File: src/compander_pkg.sv
package compander_pkg;

    localparam int CLK_HZ = 125000000;
    localparam int SAMPLE_HZ = 8000;
    localparam int SAMPLE_CYC = CLK_HZ / SAMPLE_HZ;
    localparam int CHAR_W = 8;
    localparam int LIN_W = 14;
    localparam int A_W = 13;
    localparam logic [7:0] A_INV_MASK = 8'h55;
    localparam logic [7:0] MU_ZERO_SUB = 8'h02;
    localparam logic [13:0] MU_BIAS = 14'h0021;
    localparam logic [13:0] MU_CLIP = 14'h1FDE;
    localparam logic [12:0] A_MAX = 13'h0FFF;

    typedef enum logic {LAW_A, LAW_MU} law_e;

    typedef struct packed {
        logic [CHAR_W-1:0] chr;
        logic [LIN_W-1:0] lin;
    } word_s;

endpackage

File: src/pcm_compander.sv
`timescale 1ns/1ps
module pcm_compander (
    // clock and reset
    input wire logic ref_clk,
    input wire logic rst,
    // configuration levels
    input wire logic law_mu,
    input wire logic zero_sup,
    input wire logic path_alaw,
    // linear sample source
    input wire logic [13:0] lin_in,
    output logic lin_in_take,
    // serial transmit path
    output logic ser_tx,
    output logic ser_tx_frame,
    // serial receive path
    input wire logic ser_rx,
    input wire logic ser_rx_frame,
    // encoded characters out
    output logic enc_valid,
    input wire logic enc_ready,
    output logic [7:0] enc_char,
    output logic [13:0] enc_lin,
    // decoded samples out
    output logic dec_valid,
    output logic [13:0] dec_lin,
    output logic [7:0] dec_char
);
    // ----------------------------------------
    // conversion functions
    // ----------------------------------------
    function automatic logic [2:0] seg_of(input logic [12:0] v);
        logic [2:0] s;
        s = 3'h0;
        for (int i = 7; i >= 1; i--) begin
            if (s == 3'h0 && v[i+4]) begin
                s = 3'(i);
            end
        end
        return s;
    endfunction

    // lin is a 13-bit two's complement value in A-law scale
    function automatic logic [7:0] a_enc(input logic [12:0] lin);
        logic [12:0] mag;
        logic [2:0] s;
        logic [3:0] q;
        logic [7:0] raw;
        mag = lin[12] ? 13'(~lin) : lin;
        s = seg_of(mag);
        q = (s == 3'h0) ? mag[4:1] : 4'(mag >> s);
        raw = {~lin[12], s, q};
        return raw ^ compander_pkg::A_INV_MASK;
    endfunction

    function automatic logic [12:0] a_dec(input logic [7:0] chr);
        logic [7:0] raw;
        logic [12:0] mag;
        raw = chr ^ compander_pkg::A_INV_MASK;
        if (raw[6:4] == 3'h0) begin
            mag = {8'h00, raw[3:0], 1'b1};
        end else begin
            mag = 13'({7'h00, 1'b1, raw[3:0], 1'b1} << (raw[6:4] - 3'h1));
        end
        // true negation keeps the two polarities symmetric
        return raw[7] ? mag : 13'(13'h0000 - mag);
    endfunction

    // lin is a 14-bit two's complement value in mu-law scale
    function automatic logic [7:0] mu_enc(input logic [13:0] lin,
                                          input logic sup);
        logic [13:0] mag;
        logic [2:0] s;
        logic [7:0] c;
        mag = lin[13] ? 14'(~lin) : lin;
        if (mag > compander_pkg::MU_CLIP) begin
            mag = compander_pkg::MU_CLIP;
        end
        mag = mag + compander_pkg::MU_BIAS;
        // biased magnitude reaches bit 12, so look one bit higher
        s = seg_of(mag[13:1]);
        c = ~{lin[13], s, 4'(mag >> ({1'b0, s} + 4'h1))};
        if (sup && c == 8'h00) begin
            c = compander_pkg::MU_ZERO_SUB;
        end
        return c;
    endfunction

    function automatic logic [13:0] mu_dec(input logic [7:0] chr);
        logic [7:0] c;
        logic [13:0] mag;
        c = ~chr;
        mag = 14'(({1'b1, c[3:0], 1'b1} << c[6:4])
                  - compander_pkg::MU_BIAS);
        return c[7] ? 14'(14'h0000 - mag) : mag;
    endfunction

    // mu-law character to A-law character via the linear domain
    function automatic logic [7:0] mu_to_a(input logic [7:0] chr);
        logic [13:0] l;
        l = mu_dec(chr);
        return a_enc(l[13:1]);
    endfunction

    // ----------------------------------------
    // sample timing
    // ----------------------------------------
    logic [13:0] tick_r, tick_nxt;
    logic [13:0] lin_s1_r, lin_s2_r;
    // configuration pins are synchronised like the sample and serial receive pins
    logic law_s1_r, law_s2_r, sup_s1_r, sup_s2_r, alaw_s1_r, alaw_s2_r;
    logic buf_in_ready;
    logic strobe;
    assign strobe = (tick_r == 14'(compander_pkg::SAMPLE_CYC - 1));
    assign lin_in_take = strobe && buf_in_ready;

    always_comb begin
        tick_nxt = strobe ? 14'h0000 : tick_r + 14'h0001;
    end

    // ----------------------------------------
    // encoder into buffer
    // ----------------------------------------
    compander_pkg::word_s enc_word, buf_out;
    logic buf_out_valid;
    logic [7:0] chr_now;

    always_comb begin
        if (law_s2_r) begin
            chr_now = mu_enc(lin_s2_r, sup_s2_r);
            if (alaw_s2_r) begin
                chr_now = mu_to_a(chr_now);
            end
        end else begin
            chr_now = a_enc(lin_s2_r[12:0]);
        end
        enc_word.chr = chr_now;
        enc_word.lin = lin_s2_r;
    end

    skid_buf u_buf (
        .ref_clk(ref_clk),
        .rst(rst),
        .in_valid(strobe),
        .in_ready(buf_in_ready),
        .in_data(enc_word),
        .out_valid(buf_out_valid),
        .out_ready(enc_ready),
        .out_data(buf_out)
    );
    assign enc_valid = buf_out_valid;
    assign enc_char = buf_out.chr;
    assign enc_lin = buf_out.lin;

    // ----------------------------------------
    // serial transmit, sign bit first
    // ----------------------------------------
    logic [7:0] tx_sh_r, tx_sh_nxt;
    logic [3:0] tx_cnt_r, tx_cnt_nxt;
    always_comb begin
        tx_sh_nxt = tx_sh_r;
        tx_cnt_nxt = tx_cnt_r;
        if (lin_in_take) begin
            tx_sh_nxt = chr_now;
            tx_cnt_nxt = 4'h8;
        end else if (tx_cnt_r != 4'h0) begin
            tx_sh_nxt = {tx_sh_r[6:0], 1'b0};
            tx_cnt_nxt = tx_cnt_r - 4'h1;
        end
    end
    assign ser_tx = tx_sh_r[7];
    assign ser_tx_frame = (tx_cnt_r != 4'h0);

    // ----------------------------------------
    // serial receive and decode
    // ----------------------------------------
    logic rx_s1_r, rx_s2_r, rf_s1_r, rf_s2_r;
    logic [7:0] rx_sh_r, rx_sh_nxt;
    logic [3:0] rx_cnt_r, rx_cnt_nxt;
    logic dv_nxt, dv_r;
    logic [13:0] dl_nxt, dl_r;
    logic [7:0] dc_nxt, dc_r;
    logic [7:0] rx_full;
    logic [12:0] a_lin;
    always_comb begin
        rx_sh_nxt = rx_sh_r;
        rx_cnt_nxt = rx_cnt_r;
        dv_nxt = 1'b0;
        dl_nxt = dl_r;
        dc_nxt = dc_r;
        rx_full = {rx_sh_r[6:0], rx_s2_r};
        a_lin = a_dec(rx_full);
        if (!rf_s2_r) begin
            rx_cnt_nxt = 4'h0;
        end else begin
            rx_sh_nxt = rx_full;
            rx_cnt_nxt = rx_cnt_r + 4'h1;
            if (rx_cnt_r == 4'h7) begin
                rx_cnt_nxt = 4'h0;
                dv_nxt = 1'b1;
                dc_nxt = rx_full;
                if (law_s2_r) begin
                    dl_nxt = mu_dec(rx_full);
                end else begin
                    dl_nxt = {a_lin[12], a_lin};
                end
            end
        end
    end
    assign dec_valid = dv_r;
    assign dec_lin = dl_r;
    assign dec_char = dc_r;

    always_ff @(posedge ref_clk) begin
        if (rst) begin
            tick_r <= 14'h0000;
            lin_s1_r <= 14'h0000;
            lin_s2_r <= 14'h0000;
            law_s1_r <= 1'b0;
            law_s2_r <= 1'b0;
            sup_s1_r <= 1'b0;
            sup_s2_r <= 1'b0;
            alaw_s1_r <= 1'b0;
            alaw_s2_r <= 1'b0;
            tx_sh_r <= 8'h00;
            tx_cnt_r <= 4'h0;
            rx_s1_r <= 1'b0;
            rx_s2_r <= 1'b0;
            rf_s1_r <= 1'b0;
            rf_s2_r <= 1'b0;
            rx_sh_r <= 8'h00;
            rx_cnt_r <= 4'h0;
            dv_r <= 1'b0;
            dl_r <= 14'h0000;
            dc_r <= 8'h00;
        end else begin
            tick_r <= tick_nxt;
            lin_s1_r <= lin_in;
            lin_s2_r <= lin_s1_r;
            law_s1_r <= law_mu;
            law_s2_r <= law_s1_r;
            sup_s1_r <= zero_sup;
            sup_s2_r <= sup_s1_r;
            alaw_s1_r <= path_alaw;
            alaw_s2_r <= alaw_s1_r;
            tx_sh_r <= tx_sh_nxt;
            tx_cnt_r <= tx_cnt_nxt;
            rx_s1_r <= ser_rx;
            rx_s2_r <= rx_s1_r;
            rf_s1_r <= ser_rx_frame;
            rf_s2_r <= rf_s1_r;
            rx_sh_r <= rx_sh_nxt;
            rx_cnt_r <= rx_cnt_nxt;
            dv_r <= dv_nxt;
            dl_r <= dl_nxt;
            dc_r <= dc_nxt;
        end
    end
endmodule

File: src/skid_buf.sv
`timescale 1ns/1ps
// ----------------------------------------
// two-entry buffer: a receiver stall loses no word until both entries are full
// ----------------------------------------
module skid_buf (
    // clock and reset
    input wire logic ref_clk,
    input wire logic rst,
    // fill side
    input wire logic in_valid,
    output logic in_ready,
    input wire compander_pkg::word_s in_data,
    // drain side
    output logic out_valid,
    input wire logic out_ready,
    output compander_pkg::word_s out_data
);
    compander_pkg::word_s mem_r [2];
    compander_pkg::word_s mem_nxt [2];
    logic [1:0] cnt_r, cnt_nxt;
    logic rd_r, rd_nxt, wr_r, wr_nxt;
    logic push, pop;

    assign in_ready = (cnt_r != 2'h2);
    assign out_valid = (cnt_r != 2'h0);
    assign out_data = mem_r[rd_r];
    assign push = in_valid && in_ready;
    assign pop = out_valid && out_ready;

    always_comb begin
        mem_nxt = mem_r;
        rd_nxt = rd_r;
        wr_nxt = wr_r;
        cnt_nxt = cnt_r;
        if (push) begin
            mem_nxt[wr_r] = in_data;
            wr_nxt = ~wr_r;
        end
        if (pop) begin
            rd_nxt = ~rd_r;
        end
        if (push && !pop) begin
            cnt_nxt = cnt_r + 2'h1;
        end else if (pop && !push) begin
            cnt_nxt = cnt_r - 2'h1;
        end
    end

    always_ff @(posedge ref_clk) begin
        if (rst) begin
            mem_r[0] <= '0;
            mem_r[1] <= '0;
            rd_r <= 1'b0;
            wr_r <= 1'b0;
            cnt_r <= 2'h0;
        end else begin
            mem_r <= mem_nxt;
            rd_r <= rd_nxt;
            wr_r <= wr_nxt;
            cnt_r <= cnt_nxt;
        end
    end
endmodule
File: config.mk
export PLATFORM = sky130hd
export DESIGN_NAME = pcm_compander
export DESIGN_NICKNAME = d
export VERILOG_FILES = /design/src/compander_pkg.sv /design/src/pcm_compander.sv /design/src/skid_buf.sv
export SDC_FILE = /design/constraint.sdc
export NUM_CORES = 1
export LEC_CHECK = 0
export ABC_CLOCK_PERIOD_IN_PS = 19100
export BUFFER_PORTS_ARGS = -buffer_cell sky130_fd_sc_hd__buf_2
export CELL_PAD_IN_SITES_DETAIL_PLACEMENT = 1
export CELL_PAD_IN_SITES_GLOBAL_PLACEMENT = 1
export CORE_MARGIN = 2
export CORE_UTILIZATION = 30
export DETAILED_ROUTE_END_ITERATION = 8
export PLACE_DENSITY = 0.53
export SETUP_SLACK_MARGIN = 0.1
export SYNTH_ARGS = -nofsm -noshare
export SYNTH_HDL_FRONTEND = slang
export SYNTH_SLANG_ARGS = --single-unit
File: constraint.sdc
create_clock -name ref_clk -period 19.1 [get_ports ref_clk]
set_clock_uncertainty 0.1 [all_clocks]
set_input_delay 0 -clock ref_clk [delete_from_list [all_inputs] [get_ports ref_clk]]
set_output_delay 0 -clock ref_clk [all_outputs]
set_load 0.02 [all_outputs]
==> metrics.txt <==
adder-cell area share of the yosys netlist 0.0265; post-synthesis sequential area ratio 0.295; root buf cell clkbuf_16; transition time at the pin with the least slew margin 1110 ps; Setup CP Type reg2reg; vias in the first global route 9849; Slew HR 0.256; routed vias about 9400; first-pass GRT wire length around 55 mm; later-pin clock latency in the skew report about 460 ps; final hold vios 0; max incr delay on CP 690 ps; crit start category flop; asr flop ratio synth 0; H-tree Lvls 4; Avg Cell Area, Syn approximately 7.6 um^2; run status complete, no violations; Mapped Area slightly below 10000 um^2; Power Dens Cells around 84 nW/um^2; GR Layer Usage met1 0.253; most used routing layer met2; period utilisation layout 0.486; unrepaired setup endpoints after global routing no; Detail Placement HPWL around 24 mm; WL per Instance between 15 and 20 um; share of post-route cells with drive strength above 1 0.137; final setup fails 0; largest net degree at the start of global routing 85; vias per inst around 5.2; Core ar. around 33000 um^2; DR DRC count 0; Synth Area in Compound Gates 0.238; initial core utilization 0.305; area grow syn2layout 15.4%; Multi-input gate area 6530 um^2; Max Fanout on Critical Path 43; total grt overflow 0; Final Wtd Congestion ~0.85; # port buffers 70; Total Wirelength about 33 mm; CTS max path bufs 2; simple-gate portion of the synthesized area 0.251; nets 1382; min-delay worst type in2reg; Worst setup EP type flop; Final Max Tran Viols 0; commonest non-fill, non-tap cell in the layout nand2_1; CTS tree done; data arrival time of the critical path roughly 9500 ps; final cell utilization of the core 0.352; most frequent cells in the layout nand2_1, dfxtp_1, a21oi_1; Clock transition at path regs roughly 80 ps; Die W approximately 190 um; FF/Latch Area between 2000 and 3000 um^2; Filler cells between 4000 and 5000; CP most frequent cell nand2_1; Die Area 34500 um^2; Synthesized Nets 1343; Lkg Pwr 0.00428 uW; Main synth FF type dfxtp_1; Worst IR Drop VDD roughly 0.063 mV; Power Total ~960 uW; total CTS buffers 17; Antenna diodes 0; Max Cap Violations 0; Max Freq roughly 110 MHz; M3 GR Usage 0.0370; First-pass DRT Iterations 5; antenna violations before repair 0; largest family of logic cells by synthesized area simple AND/OR/NAND/NOR gates; row count 66; leading area contributor after synthesis dfxtp_1; Clock Sinks about 150; worst endpoint required time 19340 ps; Synth Warn # 0; hold slack 188 ps; Synth Area in XOR/XNOR 0.0818; num ports 71; mux cell area share after synthesis 0.0593; number of synthesized register bits ~150; post-synth top area share 0.295; Area contributors post-synth dfxtp_1, nand2_1, a21oi_1; Worst Path Buf+Inv 2; Synth Instances 1300; kind of cell adding the most delay to the critical path compound AO/OA/AOI/OAI gates; Yosys cell types 94; M2 GR Usage 0.356; All-Layer GR Usage 0.202; DR iter-0 viols about 540; Worst path slowest cell a221oi_2; Setup TNS 0 ps; Post-DRT Antenna Nets 0; minimum clock period just over 9000 ps; number of flops mapped to enable cells by yosys 0; die height 186 um
worst paths after layout:
| kind | slack [ps] | cells past startpoint | startpoint | to |
|---|---|---|---|---|
| setup / recovery | 9820 | 30 | lin_s2_r[13] | u_buf.mem_r[36] |
| hold / removal | 190 | 3 | zero_sup | sup_s1_r |
| setup reg to reg | 9820 | 30 | lin_s2_r[13] | u_buf.mem_r[36] |
| hold reg to reg | 330 | 1 | lin_s1_r[10] | lin_s2_r[10] |
power breakdown:
part           switching, uW  internal [uW]  leakage, uW
Clock                    149            211     0.000284
Combinational            176            100      0.00281
Sequential              9.53            313      0.00119
Total                    334            624      0.00428
worst reg2reg max path: cells and delay by family (launching register included):
family                     cells  cell delay, ps
DFF                            1             310
and+or+nand+nor                8            2290
adders and majority gates      2             570
xor gates and xnor gates       1             380
AOI/OAI and AO/OA             15            4220
buffers and inverters          2             580
muxes                          2             720
area by class of cell:
cell class / instances / area share
multi-input combinational: 1033 / 0.571
inverter: 34 / 0.0112
clock inverter: 13 / 0.0150
clock buffer: 19 / 0.0387
tap: 442 / 0.0483
sequential: 146 / 0.256
timing repair buffer: 107 / 0.0606
state kept, by name, indices dropped and copies added (netlist names), 2 cells and up:
register and count:
dec_char 8, dec_lin 14, lin_s1_r 14, lin_s2_r 14
rx_cnt_r 4, rx_sh_r 7, tick_r 14, tx_cnt_r 4
tx_sh_r 8, u_buf.cnt_r 2, u_buf.mem_r 44
per-layer routing:
| layer | wire (um) | part of all wire | vias to the layer above |
|---|---|---|---|
| li1 | - | - | 4658 |
| met1 | 15400 | 0.46 | 4603 |
| met2 | 16500 | 0.50 | 110 |
| met3 | 962 | 0.029 | 23 |
| met4 | 345 | 0.010 | 0 |
| met5 | 0 | 0 | - |
cells by family (layout without fill, tap and decap cells):
group	count (synthesis)	in the layout
DFF	146	146
xor gates and xnor gates	85	85
and+or+nand+nor	518	518
adders and majority gates	21	21
muxes	54	54
buffers and inverters	121	173
AOI/OAI and AO/OA	355	355
what timing repair did:
item	CTS	global route
hold buffers	25	0
endpoints found under the hold margin	55	0
resized for setup	0	0
setup buffers	0	0
synth_stat cells, drive strengths merged, types with 6 or more instances:
library cell / number
a211oi: 28
o211a: 7
and3: 22
clkbuf: 66
nand2: 180
or2: 12
buf: 21
xor2: 32
mux2i: 29
a31oi: 21
or3: 11
nand4: 7
nand2b: 9
nor2b: 51
o31ai: 6
nor3: 36
a21oi: 130
inv: 33
o211ai: 13
nor3b: 6
a21o: 7
a22oi: 7
o22ai: 8
o21ai: 70
dfxtp: 146
nand3: 33
xnor2: 52
and2: 12
ha: 21
nor2: 117
mux2: 25
per-stage QoR:
stage | cell area, um^2 | instances | worst slack (ps)
floorplan | 9920 | 1300 | 11120
global placement | 10600 | 1737 | 10040
detailed placement | 10600 | 1737 | 9890
CTS | 11400 | 1794 | 9860
global route | 11400 | 1794 | 9000
finish | 11400 | 1794 | 9820
Power figures use the tool's default switching activity.
